==> src/verilog/tdm_pkg.sv <==
`default_nettype none
package tdm_pkg;
  // ---------------------------------------------------------------
  // Stream framing.
  // ---------------------------------------------------------------
  localparam int unsigned SLOT_BITS      = 8;
  localparam int unsigned SLOTS_PER_FRM  = 32;
  localparam int unsigned SLOT_W         = 5;
  localparam int unsigned BIT_W          = 3;
  localparam int unsigned CNT_W          = 8;
  localparam int unsigned STREAM_KBPS    = 2048;
  localparam int unsigned FRAME_US       = 125;
  localparam int unsigned RESET_MIN_NS   = 1000;
  localparam int unsigned CLK_SYS_NS     = 25;
  localparam int unsigned RESET_MIN_CYC  = (RESET_MIN_NS + CLK_SYS_NS - 1) / CLK_SYS_NS;
  // ---------------------------------------------------------------
  // Timeslot map.
  // ---------------------------------------------------------------
  localparam logic [4:0] SLOT_ALIGN      = 5'h00;
  localparam logic [4:0] SLOT_E1_SIGMF   = 5'h10;
  localparam logic [4:0] SLOT_T1_LAST    = 5'h18;
  localparam logic [2:0] BIT_LAST        = 3'h7;
  localparam logic [2:0] BIT_UPPER_LAST  = 3'h3;
  localparam logic [4:0] SLOT_FIRST_CH   = 5'h01;
  localparam logic [7:0] CNT_RESET       = 8'h00;
  localparam logic [7:0] NIBBLE_FILL     = 8'h00;
endpackage
`default_nettype wire

==> src/verilog/tdm_timing_if.sv <==
`default_nettype none
interface tdm_timing_if;
  logic       fall_tick;
  logic       rise_tick;
  logic [4:0] slot;
  logic [2:0] bit_idx;
  logic       data_in;
  logic       sig_in;
  modport source (output fall_tick, rise_tick, slot, bit_idx, data_in, sig_in);
  modport sink   (input  fall_tick, rise_tick, slot, bit_idx, data_in, sig_in);
endinterface
`default_nettype wire

==> src/verilog/tdm_stream_timing.sv <==
`default_nettype none
module tdm_stream_timing (
  input  wire logic  clk_sys,
  input  wire logic  srst,
  input  wire logic  bit_clk,
  input  wire logic  frame_sync_n,
  input  wire logic  channel_data_in,
  input  wire logic  signaling_control_in,
  tdm_timing_if.source tim
);
  typedef struct packed {
    logic [3:0] s1;
    logic [3:0] s2;
    logic       clk_prev;
    logic       frm_seen;
    logic [7:0] cnt;
    logic       fall;
    logic       rise;
  } tstate_t;

  tstate_t q;
  tstate_t d;

  // ---------------------------------------------------------------
  // Pin sampling, edge finding and bit counting.
  // ---------------------------------------------------------------
  always_comb begin
    d      = q;
    d.s1   = {bit_clk, frame_sync_n, channel_data_in, signaling_control_in};
    d.s2   = q.s1;
    d.clk_prev = q.s2[3];
    d.fall = 1'b0;
    d.rise = 1'b0;
    if (q.clk_prev && !q.s2[3]) begin
      d.fall = 1'b1;
      d.cnt  = q.frm_seen ? tdm_pkg::CNT_RESET : 8'(q.cnt + 8'h01);
      d.frm_seen = 1'b0;
    end
    if (!q.clk_prev && q.s2[3]) begin
      d.rise = 1'b1;
      d.frm_seen = !q.s2[2];
    end
  end

  always_ff @(posedge clk_sys) begin
    if (srst) begin
      // Sampled pins reset to their idle high level so no false edge follows reset.
      q <= '{s1: 4'hf, s2: 4'hf, clk_prev: 1'b1, default: '0};
    end else begin
      q <= d;
    end
  end

  assign tim.fall_tick = q.fall;
  assign tim.rise_tick = q.rise;
  assign tim.slot      = q.cnt[7:3];
  assign tim.bit_idx   = q.cnt[2:0];
  assign tim.data_in   = q.s2[1];
  assign tim.sig_in    = q.s2[0];
endmodule
`default_nettype wire

==> src/verilog/tdm_system_stream_port.sv <==
`default_nettype none
module tdm_system_stream_port (
  input  wire logic       clk_sys,
  input  wire logic       srst,
  input  wire logic       bit_clk,
  input  wire logic       frame_sync_n,
  input  wire logic       channel_data_in,
  input  wire logic       signaling_control_in,
  input  wire logic       nibble_position_select,
  input  wire logic       tx_signaling_source_select,
  input  wire logic       t1_mode,
  input  wire logic [7:0] line_rx_byte,
  input  wire logic [3:0] line_rx_sig,
  output logic            channel_data_out,
  output logic            channel_data_oe,
  output logic            signaling_status_out,
  output logic            signaling_status_oe,
  output logic [4:0]      line_slot,
  output logic [7:0]      tx_byte,
  output logic [4:0]      tx_byte_slot,
  output logic            tx_byte_valid,
  output logic [3:0]      tx_sig,
  output logic [4:0]      tx_sig_slot,
  output logic            tx_sig_valid
);
  typedef struct packed {
    logic [7:0] dsh;
    logic [7:0] ssh;
    logic       dout;
    logic       doe;
    logic       sout;
    logic       soe;
    logic [4:0] lslot;
    logic [7:0] din;
    logic [7:0] sin;
    logic [7:0] txb;
    logic [4:0] txb_slot;
    logic       txb_vld;
    logic [3:0] txs;
    logic [4:0] txs_slot;
    logic       txs_vld;
  } pstate_t;

  pstate_t q;
  pstate_t d;

  tdm_timing_if tim ();

  tdm_stream_timing u_timing (
    .clk_sys              (clk_sys),
    .srst                 (srst),
    .bit_clk              (bit_clk),
    .frame_sync_n         (frame_sync_n),
    .channel_data_in      (channel_data_in),
    .signaling_control_in (signaling_control_in),
    .tim                  (tim.source)
  );

  // ---------------------------------------------------------------
  // Timeslot classification.
  // ---------------------------------------------------------------
  function automatic logic sig_slot(input logic [4:0] s);
    sig_slot = (s != tdm_pkg::SLOT_ALIGN) && (s != tdm_pkg::SLOT_E1_SIGMF);
  endfunction

  function automatic logic data_slot(input logic [4:0] s, input logic t1);
    if (t1) begin
      data_slot = (s >= tdm_pkg::SLOT_FIRST_CH) && (s <= tdm_pkg::SLOT_T1_LAST);
    end else begin
      data_slot = sig_slot(s);
    end
  endfunction

  logic       upper_half;
  logic       nib_active;
  logic [7:0] din_full;
  logic [7:0] sin_full;

  always_comb begin
    upper_half = (tim.bit_idx <= tdm_pkg::BIT_UPPER_LAST);
    nib_active = (nibble_position_select == upper_half);
    din_full   = {q.din[6:0], tim.data_in};
    sin_full   = {q.sin[6:0], tim.sig_in};
  end

  // ---------------------------------------------------------------
  // Stream engine.
  // ---------------------------------------------------------------
  always_comb begin
    d         = q;
    d.txb_vld = 1'b0;
    d.txs_vld = 1'b0;
    if (tim.fall_tick) begin
      if (tim.bit_idx == 3'h0) begin
        d.dsh   = line_rx_byte;
        d.ssh   = nibble_position_select ? {line_rx_sig, 4'h0} : {4'h0, line_rx_sig};
        d.lslot = 5'(tim.slot + 5'h01);
      end else begin
        d.dsh = {q.dsh[6:0], 1'b0};
        d.ssh = {q.ssh[6:0], 1'b0};
      end
      d.dout = d.dsh[7];
      d.doe  = data_slot(tim.slot, t1_mode);
      d.sout = d.ssh[7];
      d.soe  = sig_slot(tim.slot) && nib_active;
    end
    if (tim.rise_tick) begin
      d.din = din_full;
      d.sin = sin_full;
      if (tim.bit_idx == tdm_pkg::BIT_LAST) begin
        if (data_slot(tim.slot, t1_mode)) begin
          d.txb      = din_full;
          d.txb_slot = tim.slot;
          d.txb_vld  = 1'b1;
        end
        if (!tx_signaling_source_select && sig_slot(tim.slot)) begin
          d.txs      = nibble_position_select ? sin_full[7:4] : sin_full[3:0];
          d.txs_slot = tim.slot;
          d.txs_vld  = 1'b1;
        end
      end
    end
  end

  always_ff @(posedge clk_sys) begin
    if (srst) begin
      q <= '0;
    end else begin
      q <= d;
    end
  end

  assign channel_data_out     = q.dout;
  assign channel_data_oe      = q.doe;
  assign signaling_status_out = q.sout;
  assign signaling_status_oe  = q.soe;
  assign line_slot            = q.lslot;
  assign tx_byte              = q.txb;
  assign tx_byte_slot         = q.txb_slot;
  assign tx_byte_valid        = q.txb_vld;
  assign tx_sig               = q.txs;
  assign tx_sig_slot          = q.txs_slot;
  assign tx_sig_valid         = q.txs_vld;
endmodule
`default_nettype wire

==> config.mk <==
export PLATFORM = sky130hd
export DESIGN_NAME = tdm_system_stream_port
export DESIGN_NICKNAME = d
export VERILOG_FILES = /design/src/verilog/tdm_pkg.sv /design/src/verilog/tdm_timing_if.sv /design/src/verilog/tdm_stream_timing.sv /design/src/verilog/tdm_system_stream_port.sv
export SDC_FILE = /design/constraint.sdc
export NUM_CORES = 1
export LEC_CHECK = 0
export BUFFER_PORTS_ARGS = -buffer_cell sky130_fd_sc_hd__buf_4
export CORE_MARGIN = 8
export CORE_UTILIZATION = 56
export CTS_CLUSTER_DIAMETER = 120
export DETAILED_ROUTE_END_ITERATION = 10
export GPL_ROUTABILITY_DRIVEN = 0
export PLACE_DENSITY = 0.79
export SYNTH_ARGS = -nofsm -noshare
export SYNTH_HDL_FRONTEND = slang
export SYNTH_SLANG_ARGS = --single-unit
export TNS_END_PERCENT = 20
==> constraint.sdc <==
create_clock -name clk_sys -period 1.98 [get_ports clk_sys]
set_clock_uncertainty 0.15 [all_clocks]
set_input_delay 0.396 -clock clk_sys [delete_from_list [all_inputs] [get_ports clk_sys]]
set_output_delay 0.396 -clock clk_sys [all_outputs]
set_load 0.05 [all_outputs]
# [Word level (Yosys, flattened, before mapping)]
# Index checks and enable logic that the tools add are counted.
[classes] div_mod_pow=0 mux=12 magnitude_cmp=3 n_reduce_logical=17 shift=0 multipliers=0 bitwise=2 eq_ne=3 add_sub_neg=2
[ops] operator="$mux W16" n=1
[ops] operator="$mux W8" n=2
[ops] operator="$mux W10" n=1
[ops] operator="$add A8 B1 Y8 const B" n=1
[ops] operator="$mux W1" n=7
[ops] operator="$logic_and A1 B1 Y1" n=6
[ops] operator="$reduce_and A3 Y1" n=2
[ops] operator="$add A5 B1 Y5 const B" n=1
[ops] operator="$ge A5 B1 Y1 const B" n=1
[ops] operator="$le A5 B5 Y1 const B" n=1
[ops] operator="$ne A5 B5 Y1 const B" n=1
[ops] operator="$reduce_bool A5 Y1" n=1
[ops] operator="$logic_not A1 Y1" n=4
[ops] operator="$mux W4" n=1
[ops] operator="$eq A3 B3 Y1 const B" n=1
[ops] operator="$le A3 B2 Y1 const B" n=1
[ops] operator="$logic_not A3 Y1" n=1
[ops] operator="$reduce_or A3 Y1" n=1
[ops] operator="$not A1 Y1" n=2
[ops] operator="$reduce_and A2 Y1" n=1
[ops] operator="$reduce_bool A2 Y1" n=1
[ops] operator="$eq A1 B1 Y1" n=1
[totals] romBits=0 out_inout_bits=33 wordCells=61 ramBits=0 input_bits=21 n_memories=0 reg_bits=81 latchBits=0

# [Logic depth before layout (Yosys ltp)]
# Gate-level depths: netlist (run 1).
[depth] depth_word=6 depth_mapped=7 ltp_nobuf=6

# [Cells and area by module]
# Synthesis (run 1) repeated with hierarchy kept, for this count alone.
[unflattened] hier_cells=385 area_unflattened_um2=3692.3
[modules_own_cells] module="tdm_system_stream_port" cells_each=308 seq_area_each_um2=1221.2 area_each_um2=2914.0 instances=1
[modules_own_cells] module="tdm_stream_timing" cells_each=77 seq_area_each_um2=400.4 area_each_um2=778.2 instances=1

# [Worst setup path after synthesis (run 1)]
# No wires, ideal clock.
[synth_timing] kind="register -> register" startpoint="register u_timing.q (netlist bit u_timing.tim.slot[0])" endpoint="register q (netlist bit tx_sig_slot[1])" period_less_slack_ns=1.799 n_path_buf=1 slack_ns=0.181 arrival_time_ns=1.521 setup_time_ns=0.128 path_stages_with_launch=8 required_ns=1.702 path_cell_list="dfxtp_1 -> inv_1 -> ha_1 -> nor3b_4 -> nor3_2 -> buf_4 -> mux2i_1 -> nor2_1"
[synth_via] elab_chain_len=4 word_cells_on_any_way=5
[synth_lines] element="start, declared" line="tdm_stream_timing.sv:21" text="tstate_t q;"
[synth_lines] element="start signal, assigned" line="tdm_stream_timing.sv:48" text="q <= '{s1: 4'hf, s2: 4'hf, clk_prev: 1'b1, default: '0};"
[synth_lines] element="start signal, assigned" line="tdm_stream_timing.sv:50" text="q <= d;"
[synth_lines] element="$ne A5 B5 Y1 or $reduce_bool A5 Y1 (tied branches)" line="tdm_system_stream_port.sv:63" text="sig_slot = (s != tdm_pkg::SLOT_ALIGN) && (s != tdm_pkg::SLOT_E1_SIGMF);"
[synth_lines] element="$logic_and A1 B1 Y1 *" line="tdm_system_stream_port.sv:63"
[synth_lines] element="$logic_and A1 B1 Y1 *" line="tdm_system_stream_port.sv:116" text="if (!tx_signaling_source_select && sig_slot(tim.slot)) begin"
[synth_lines] element="$reduce_and A3 Y1 (no line) *"
[synth_lines] element="end signal, assigned" line="tdm_system_stream_port.sv:127" text="q <= '0;"
[synth_lines] element="end signal, assigned" line="tdm_system_stream_port.sv:129" text="q <= d;"
[synth_lines] element="end, declared" line="tdm_system_stream_port.sv:44" text="pstate_t q;"
# Mark *: on every way between the ends. The rest lies on a longest branch, timed or not.
# A chain may end at the register's enable or synchronous reset.

# [Worst setup path in the final report (run 1)]
[layout_timing] startpoint="register u_timing.q (netlist bit u_timing.tim.slot[0])" endpoint="register q (netlist bit tx_byte[2])"
[layout_via] elab_chain_len=6 word_cells_on_any_way=10
[layout_lines] element="$ge A5 B1 Y1, or another cell as far along" line="tdm_system_stream_port.sv:68" text="data_slot = (s >= tdm_pkg::SLOT_FIRST_CH) && (s <= tdm_pkg::SLOT_T1_LAST);"
[layout_lines] element="$logic_and A1 B1 Y1, on equally long branches" line="tdm_system_stream_port.sv:68, tdm_system_stream_port.sv:63"
[layout_lines] element="$mux W1 *" line="tdm_system_stream_port.sv:67" text="if (t1) begin"
[layout_lines] element="$mux W1 *" line="tdm_system_stream_port.sv:110" text="if (tim.bit_idx == tdm_pkg::BIT_LAST) begin"
[layout_lines] element="$mux W1 *" line="tdm_system_stream_port.sv:107" text="if (tim.rise_tick) begin"
[layout_lines] element="$reduce_and A3 Y1 (no line) *"
# Mark *: on every way between the ends. The rest lies on a longest branch, timed or not. The select of a mux whose other input is x is not followed.

==> impl_metrics.yaml, run 1 <==
run_status:
  outcome: "finished clean"
cells_and_area:
  layout.nets: 442
  diodes: 0
  drive_gt1_share_pct: 23.50
  multi_input_comb_area_um2: 1521
  utilization_pct: 64.81
  regArea_um2: 1622
  postLayoutCellArea_um2: 4021
  fillers: 503
  area_growth_pct: 14.62
routing:
  wl_per_cell_um: 13.93
  routed_wl_um: 6880
  dr.pass1.iters: 4
  dr_total_vias: 2533
  remaining_drc_errors: 0
  ant_nets: 0
  drtIter0Drc: 100
  vias_per_cell: 5.128
clocking:
  postCtsSetupRepairBufs: 0
  clk_transition_reported_paths_ns: 0.08
  numCtsBuffers: 9
  clkLatencyLatePin_ns: 0.34
  h-tree-depth: 3
  root_buffer: "clkbuf_8"
  numClockSinks: 81
  clock_path_buffers: 2
  cts_tree: "built"
logic_synthesis:
  syn-cell-area_um2: 3508
  syn_avg_cell_area_um2: 9.136
  synth-main-ff-cell: "dfxtp_1"
  netlist_instances: 384
  ys.warnings.count: 0
  synth-seq-cells: 81
  syn-num-nets: 414
  synth_edf_count: 0
  synth_cell_types: 36
  seq_area_frac_synth_pct: 46.22
  synthArstFlopShare_pct: 0
grt:
  grt_antenna_before_repair: 0
  grt_usage_pct: 16.03
  grt_pass1_wl_um: 11460
  grt_max_degree: 28
  grt_pass1_vias: 2496
  grt_remaining_overflow: 0
critical_path:
  crit_path_end_kind: "flop"
  crit_family: "simple AND/OR/NAND/NOR gates"
  cp.arrival_ns: 1.95
  crit_chain: "inv_1 > ha_1 > nor3b_4 > nor3_2 > a31oi_4 > buf_12 > mux2i_1"
  critPathMaxStageDelay_ns: 0.34
  critPathMaxFanout: 14
  required_ns: 2.09
  critical_path_class: "reg -> reg"
  cp_slowest_cell: "dfxtp_1"
  crit_buf_inv: 2
  startpoint_type: "flop"
floorplanning:
  num_rows: 29
  die-area_um2: 9054
  ios: 54
  initial_utilization_pct: 56.54
  core_um2: 6205
  die_x_um: 95.15
  dieHeight_um: 95.15
sta:
  drv_slew: 0
  period_needed_ns: 1.840
  final.setup.tns_ns: 0
  worst_pin_slew_ns: 0.3698
  rsz0062_at_grt: "no"
  maxSlewHeadroom_pct: 75.25
  period_share_pct: 92.91
  hold_slack_ns: 0.08367
  clock.fmax_mhz: 543.6
  final_hold_viol_count: 0
  final-setup-viol-count: 0
hold_path:
  hp-class: "in -> reg"
job:
  drv_cap: 0
power:
  p_leak_nw: 1.688
  peakVddDrop_v: 0.0005442
  power_density_nw_per_um2: 782.2
place:
  portBuffers: 53
  hpwl_um: 4979
  post_dp_cell_area_um2: 3794
-- cell usage in the layout (no fill, tap or decap), types with 2 or more instances in the layout --
cell type and instances:
mux2i_1 37, nand3_1 9, o21ai_0 3, xnor2_1 6, a211oi_1 8, and3_1 8
nand2b_1 3, buf_4 67, or2_2 8, a21oi_1 21, nor3_2 3, a311oi_1 7
clkbuf_1 2, dfxtp_1 81, nand4_1 2, inv_1 10, bufinv_16 2, nor2b_1 3
or3_1 2, nand2_1 50, clkbuf_8 10, nor2_1 49, xor2_1 2, ha_1 9
-- report_power, final --
part | switching [mW] | internal (mW)
Combinational | 0.0993 | 0.0701
Clock | 0.567 | 0.748
Sequential | 0.0113 | 1.65
-- metrics by stage --
stage | worst slack, ns | instances | total power, mW
3_3_place_gp | 0.2497 | 478 | 1.866
4_1_cts | 0.07734 | 494 | 3.166
5_1_grt | 0.02045 | 494 | 3.249
2_1_floorplan | 0.1814 | 384 | 1.806
6_report | 0.1404 | 494 | 3.146
3_5_place_dp | 0.1144 | 478 | 1.870
-- cells in the mapped netlist (5+ instances only) --
master | number | area [um2]
inv_1 | 10 | 37.54
nor2_1 | 49 | 183.9
clkbuf_1 | 14 | 52.55
mux2i_1 | 37 | 370.4
buf_4 | 30 | 225.2
xnor2_1 | 6 | 52.55
ha_1 | 9 | 112.6
buf_2 | 5 | 25.02
and3_1 | 8 | 50.05
or2_2 | 8 | 50.05
nand3_1 | 9 | 45.04
a311oi_1 | 7 | 61.31
a21oi_1 | 21 | 105.1
a211oi_1 | 8 | 60.06
dfxtp_1 | 81 | 1622
nand2_1 | 50 | 187.7
-- final timing paths --
check,from,endpoint,slack [ns],cells after the start
hold / removal,signaling_control_in,u_timing.d[12],0.08,2
setup / recovery,u_timing.tim.slot[0],tx_byte[2],0.14,7
hold reg to reg,u_timing.d[14],u_timing.q[14],0.26,1
setup reg to reg,u_timing.tim.slot[0],tx_byte[2],0.14,7
-- layer usage --
metal / track usage (%) / up-vias / share of wire (%)
met5: 0 / - / 0
met4: 5.852 / 0 / 1.3
met3: 3.937 / 9 / 4.5
met2: 29.29 / 35 / 53
met1: 17.48 / 1180 / 42
li1: - / 1309 / -
-- timing repair --
action,in CTS,in global routing
resized for setup,0,1
endpoints found under the setup margin,0,4
hold endpoints to repair,0,0
hold buffers,0,0
-- final cells by class --
cell class                 count  share of cell area [%]
timing repair buffer          68                   13.01
sequential                    81                   40.32
multi-input combinational    242                   37.83
tap                           77                   2.396
inverter                      10                  0.9334
clock buffer                  12                   3.609
clock inverter                 4                   1.898
-- kinds of logic after synthesis --
family / Yosys count / share of synthesized area [%]
multiplexers: 37 / 10.56
buffers and inverters: 61 / 10.59
AO/OA/AOI/OAI: 44 / 8.417
flip-flops: 81 / 46.22
adder cells (fa/ha/maj): 9 / 3.210
XOR/XNOR: 8 / 1.997
AND/OR/NAND/NOR: 144 / 19.01
-- registers in the layout (all words and copies together), names as in the netlist, 4 cells and up --
signal,count
din_full,7
line_slot,5
q,21
tx_byte,8
tx_byte_slot,5
tx_sig,4
tx_sig_slot,5
u_timing.d,5
u_timing.tim.slot,5
-- worst register-to-register path: stages, from the launching register on --
cell and delay [ns]:
dfxtp_1 0.34, inv_1 0.10, ha_1 0.17, nor3b_4 0.32
nor3_2 0.10, a31oi_4 0.18, buf_12 0.18, mux2i_1 0.22
No activity file was read; power rests on OpenSTA's default activity.
==> inputs of run 2 (changes only) <==
--- a/config.mk
+++ b/config.mk
@@ -7,11 +7,11 @@
 export LEC_CHECK = 0
 export BUFFER_PORTS_ARGS = -buffer_cell sky130_fd_sc_hd__buf_4
 export CORE_MARGIN = 8
-export CORE_UTILIZATION = 56
+export CORE_UTILIZATION = 50
 export CTS_CLUSTER_DIAMETER = 120
 export DETAILED_ROUTE_END_ITERATION = 10
 export GPL_ROUTABILITY_DRIVEN = 0
-export PLACE_DENSITY = 0.79
+export PLACE_DENSITY = 0.72
 export SYNTH_ARGS = -nofsm -noshare
 export SYNTH_HDL_FRONTEND = slang
 export SYNTH_SLANG_ARGS = --single-unit
==> run 2 against run 1 <==
  * Sequential share of layout area about the same
  * Wire length down 3.1%
  * Core utilization fell by 5.5 points
  * Worst setup slack improved by 0.026 ns
  * Sequential power barely moved
  * Die area grew 9.9%
  * Cell count increased by 3.0%
  * Flip-flop and latch count did not move
  * Global-route usage shrank 2.0 points
  * Largest cell class unchanged
  * Largest power group unchanged
==> impl_metrics.yaml, run 2 (synthesized netlist as in run 1, its figures left out) <==
run_status:
  outcome: "finished clean"
sta:
  drv_slew: 0
  final.setup.tns_ns: 0
  worst_pin_slew_ns: 0.3859
  final-setup-viol-count: 0
  final_hold_viol_count: 0
  maxSlewHeadroom_pct: 74.24
  period_share_pct: 91.62
  setup_slack_ns: 0.1660
  hold_slack_ns: 0.08316
  clock.fmax_mhz: 551.3
  rsz0062_at_grt: "no"
  period_needed_ns: 1.814
critical_path:
  critPathMaxFanout: 14
  critPathMaxStageDelay_ns: 0.36
  required_ns: 2.10
  r2r_slack_ns: 0.17
  cp_slowest_cell: "dfxtp_1"
  crit_buf_inv: 1
  crit_path_end_kind: "flop"
  r2r_start: "u_timing.tim.bit_idx[0]"
  crit_top_cell: "ha_1"
  startpoint: "u_timing.tim.bit_idx[0]"
  crit_family: "adder cells"
  r2r_cells: 6
  worst_r2r_endpoint: "tx_byte[5]"
  crit_chain: "ha_1 > ha_1 > and3_1 > a31oi_4 > buf_12 > mux2i_1"
  startpoint_type: "flop"
  path_depth: 6
  cp.arrival_ns: 1.93
  critical_path_class: "reg -> reg"
routing:
  remaining_drc_errors: 0
  drtIter0Drc: 117
  vias_per_cell: 4.996
  dr_total_vias: 2543
  routed_wl_um: 6669
  wl_per_cell_um: 13.10
  ant_nets: 0
  dr.pass1.iters: 4
floorplanning:
  die-area_um2: 9953
  num_rows: 30
  die_x_um: 99.77
  dieHeight_um: 99.77
  core_um2: 6794
  initial_utilization_pct: 51.64
  ios: 54
cells_and_area:
  drive_gt1_share_pct: 23.00
  utilization_pct: 59.26
  layout.nets: 440
  regMostFlops: "q"
  diodes: 0
  largest_reg_flops: 21
  fillers: 606
  mostFrequentLayoutCell: "dfxtp_1"
  final_cell_mix: "dfxtp_1 (80), buf_4 (63), nand2_1 (50)"
  area_growth_pct: 14.76
clocking:
  clock_path_buffers: 2
  clk_transition_reported_paths_ns: 0.08
  numCtsBuffers: 9
  root_buffer: "clkbuf_8"
  cts_tree: "built"
  numClockSinks: 81
  h-tree-depth: 3
  clkLatencyLatePin_ns: 0.34
  hold_buffers: 0
hold_path:
  hp-class: "in -> reg"
  hold-path-cell-count: 2
  min_to: "u_timing.d[15]"
  hp-start: "bit_clk"
grt:
  grt_antenna_before_repair: 0
  grt_pass1_wl_um: 11260
  grt_max_degree: 45
  grt_remaining_overflow: 0
  grt_usage_pct: 14.00
  grt_pass1_vias: 2478
job:
  drv_cap: 0
place:
  pre_cts_ws_ns: 0.1668
  hpwl_um: 4812
  portBuffers: 53
power:
  power_density_nw_per_um2: 764.9
  p_leak_nw: 1.681
  peakVddDrop_v: 0.0004801
==> run 2: changes by cell type in the layout (fill, tap and decap cells not counted), sizes merged <==
cell,delta
clkinvlp,-1
clkinv,+1
clkbuf,-2
buf,-2
==> run 2: layer usage <==
| metal | share of wire, % | track usage (%) | up-vias |
|---|---|---|---|
| li1 | - | - | 1300 |
| met1 | 44 | 15.38 | 1193 |
| met2 | 50 | 24.63 | 42 |
| met3 | 4.5 | 3.422 | 8 |
| met4 | 1.6 | 6.636 | 0 |
| met5 | 0 | 0 | - |
==> run 2: cell type report <==
type                       count  area, um2  share of cell area, %
clock inverter                 4      70.07                  1.740
clock buffer                  10      127.6                  3.170
timing repair buffer          66      533.0                  13.24
inverter                      10      37.54                 0.9323
tap                           96      120.1                  2.983
multi-input combinational    242       1515                  37.63
sequential                    81       1623                  40.30
==> run 2: worst max path at each step <==
stage,slack [ns],end
floorplan,0.18,tx_sig_slot[1]
global placement,0.24,tx_sig_slot[2]
detailed placement,0.17,tx_byte[5]
CTS,0.13,tx_byte[5]
global route,0.03,tx_sig_slot[4]
finish,0.17,tx_byte[5]
==> run 2: what timing repair did <==
action	CTS	global route
endpoints found under the setup margin	0	3
resized for setup	0	1
buffers inserted	0	0
==> run 2: report_power, final <==
part           switching (mW)  internal (mW)
Clock                   0.553          0.693
Sequential             0.0110           1.65
Combinational          0.0987         0.0742
==> run 2: through the flow <==
stage,power (mW),std cells,area (um2)
2_1_floorplan,1.806,384,3508
3_3_place_gp,1.872,495,3827
3_5_place_dp,1.874,495,3827
4_1_cts,3.108,509,4025
5_1_grt,3.181,509,4026
6_report,3.080,509,4026
==> inputs of run 3 (changes only) <==
--- a/config.mk
+++ b/config.mk
@@ -6,7 +6,7 @@
 export NUM_CORES = 1
 export LEC_CHECK = 0
 export BUFFER_PORTS_ARGS = -buffer_cell sky130_fd_sc_hd__buf_4
-export CORE_MARGIN = 8
+export CORE_MARGIN = 2
 export CORE_UTILIZATION = 50
 export CTS_CLUSTER_DIAMETER = 120
 export DETAILED_ROUTE_END_ITERATION = 10
==> run 3 against run 2 <==
  * Sequential power about the same
  * Clock-buffer cell count decreased by 1
  * Worst setup slack better by 0.0080 ns
  * Via count is 0.31% lower
  * Die area down 23%
==> impl_metrics.yaml, run 3 (synthesized netlist as in run 1, its figures left out) <==
sta:
  drv_slew: 0
  clock.fmax_mhz: 553.7
  setup_slack_ns: 0.1740
  period_needed_ns: 1.806
  maxSlewHeadroom_pct: 75.37
  final.setup.tns_ns: 0
  hold_slack_ns: 0.07891
  rsz0062_at_grt: "no"
  final-setup-viol-count: 0
  worst_pin_slew_ns: 0.3689
  period_share_pct: 91.21
  final_hold_viol_count: 0
power:
  power_density_nw_per_um2: 728.4
  p_leak_nw: 1.653
  p_sw_share_pct: 24.99
  peakVddDrop_v: 0.0004298
  power_frac_comb_pct: 5.9
  power.switching_mw: 0.7278
  clkPwrFrac_pct: 37.1
  internal-power_mw: 2.184
  p_total_mw: 2.912
  seq_power_share_pct: 57.0
clocking:
  clkLatencyLatePin_ns: 0.36
  numCtsBuffers: 9
  numClockSinks: 81
  cts_tree: "built"
  hold_buffers: 0
  clock_path_buffers: 2
  root_buffer: "clkbuf_8"
  h-tree-depth: 3
  clk_transition_reported_paths_ns: 0.10
critical_path:
  cp.arrival_ns: 1.95
  r2r_start: "u_timing.tim.slot[0]"
  critPathMaxFanout: 14
  critical_path_class: "reg -> reg"
  crit_chain: "buf_4 > ha_1 > nor4_1 > nand2_1 > a31oi_4 > buf_12 > mux2i_1"
  cp_slowest_cell: "dfxtp_1"
  critPathMaxStageDelay_ns: 0.35
  startpoint_type: "flop"
  required_ns: 2.12
  crit_path_end_kind: "flop"
  startpoint: "u_timing.tim.slot[0]"
cells_and_area:
  utilization_pct: 58.84
  diodes: 0
  layout.nets: 440
  area_growth_pct: 13.94
  drive_gt1_share_pct: 23.86
  layout.cells.non_filler: 511
  final_cell_mix: "dfxtp_1 (79), buf_4 (64), nand2_1 (50)"
  fillers: 625
  regMostFlops: "q"
  postLayoutCellArea_um2: 3998
  mostFrequentLayoutCell: "dfxtp_1"
  largest_reg_flops: 21
floorplanning:
  dieHeight_um: 87.77
  initial_utilization_pct: 51.64
  num_rows: 30
  core_um2: 6794
  die_x_um: 87.77
  die-area_um2: 7703
  ios: 54
place:
  hpwl_um: 4381
  dp.cells: 495
  post_dp_cell_area_um2: 3815
  pre_cts_ws_ns: 0.1612
  portBuffers: 53
routing:
  m1WireLength_um: 2958
  dr.pass1.iters: 4
  vias_per_cell: 4.961
  dr_wl_met2_um: 3062
  remaining_drc_errors: 0
  wl_met3_um: 184
  top_layer: "met4"
  drtIter0Drc: 85
  dr_total_vias: 2535
  wl_per_cell_um: 12.38
  ant_nets: 0
  routed_wl_um: 6327
grt:
  grt_usage_pct: 17.88
  grt_remaining_overflow: 0
  grt_pass1_vias: 2370
  grt_antenna_before_repair: 0
  grt_pass1_wl_um: 10840
  grt_max_degree: 62
run_status:
  outcome: "finished clean"
hold_path:
  hp-class: "in -> reg"
  hp-start: "frame_sync_n"
job:
  drv_cap: 0
==> run 3: cell types whose count changed in the layout (fill, tap and decap cells not counted), sizes merged <==
cell      previous run  this run
clkinvlp             0         4
bufinv               2         0
clkbuf              10         9
inv                 10        11
==> run 3: layout make-up <==
cell class / instances / area, um2 / area share, %
Clock inverter: 7 / 56.30 / 1.408
Multi-Input combinational cell: 242 / 1515 / 37.90
Tap cell: 96 / 120.1 / 3.005
Timing Repair Buffer: 66 / 520.5 / 13.02
Sequential cell: 81 / 1624 / 40.63
Clock buffer: 9 / 123.9 / 3.099
Inverter: 10 / 37.54 / 0.9390
==> run 3: timing repair <==
item | in CTS | in global routing
setup buffers | 0 | 0
gates resized for setup | 0 | 2
setup endpoints to repair | 0 | 1
hold endpoints to repair | 0 | 0
==> run 3: final timing paths <==
| kind | end | slack (ns) | cells after the start |
|---|---|---|---|
| worst max register to register | tx_byte[5] | 0.17 | 7 |
| worst max-delay path | tx_byte[5] | 0.17 | 7 |
| worst min-delay path | u_timing.d[14] | 0.08 | 2 |
| worst min register to register | u_timing.tim.sig_in | 0.26 | 1 |
==> run 3: metal layers <==
layer | up-vias | track usage [%]
met3 | 12 | 4.901
li1 | 1302 | -
met2 | 34 | 29.68
met4 | 0 | 6.154
met1 | 1187 | 22.45
met5 | - | 0
==> run 3: power by group through the flow <==
stage	Combinational [mW]	Sequential, mW	Clock, mW
floorplan	0.103	1.70	0
global placement	0.170	1.70	0
detailed placement	0.171	1.70	0
CTS	0.172	1.66	1.11
global route	0.187	1.67	1.20
finish	0.170	1.66	1.08
==> run 3: worst max-delay path: cells and delay by family (launching register included) <==
family          cells  cell delay (ns)
flops               1             0.35
buf+inv             2             0.35
simple gates        2             0.33
mux                 1             0.20
fa+ha+maj           1             0.19
compound gates      1             0.18
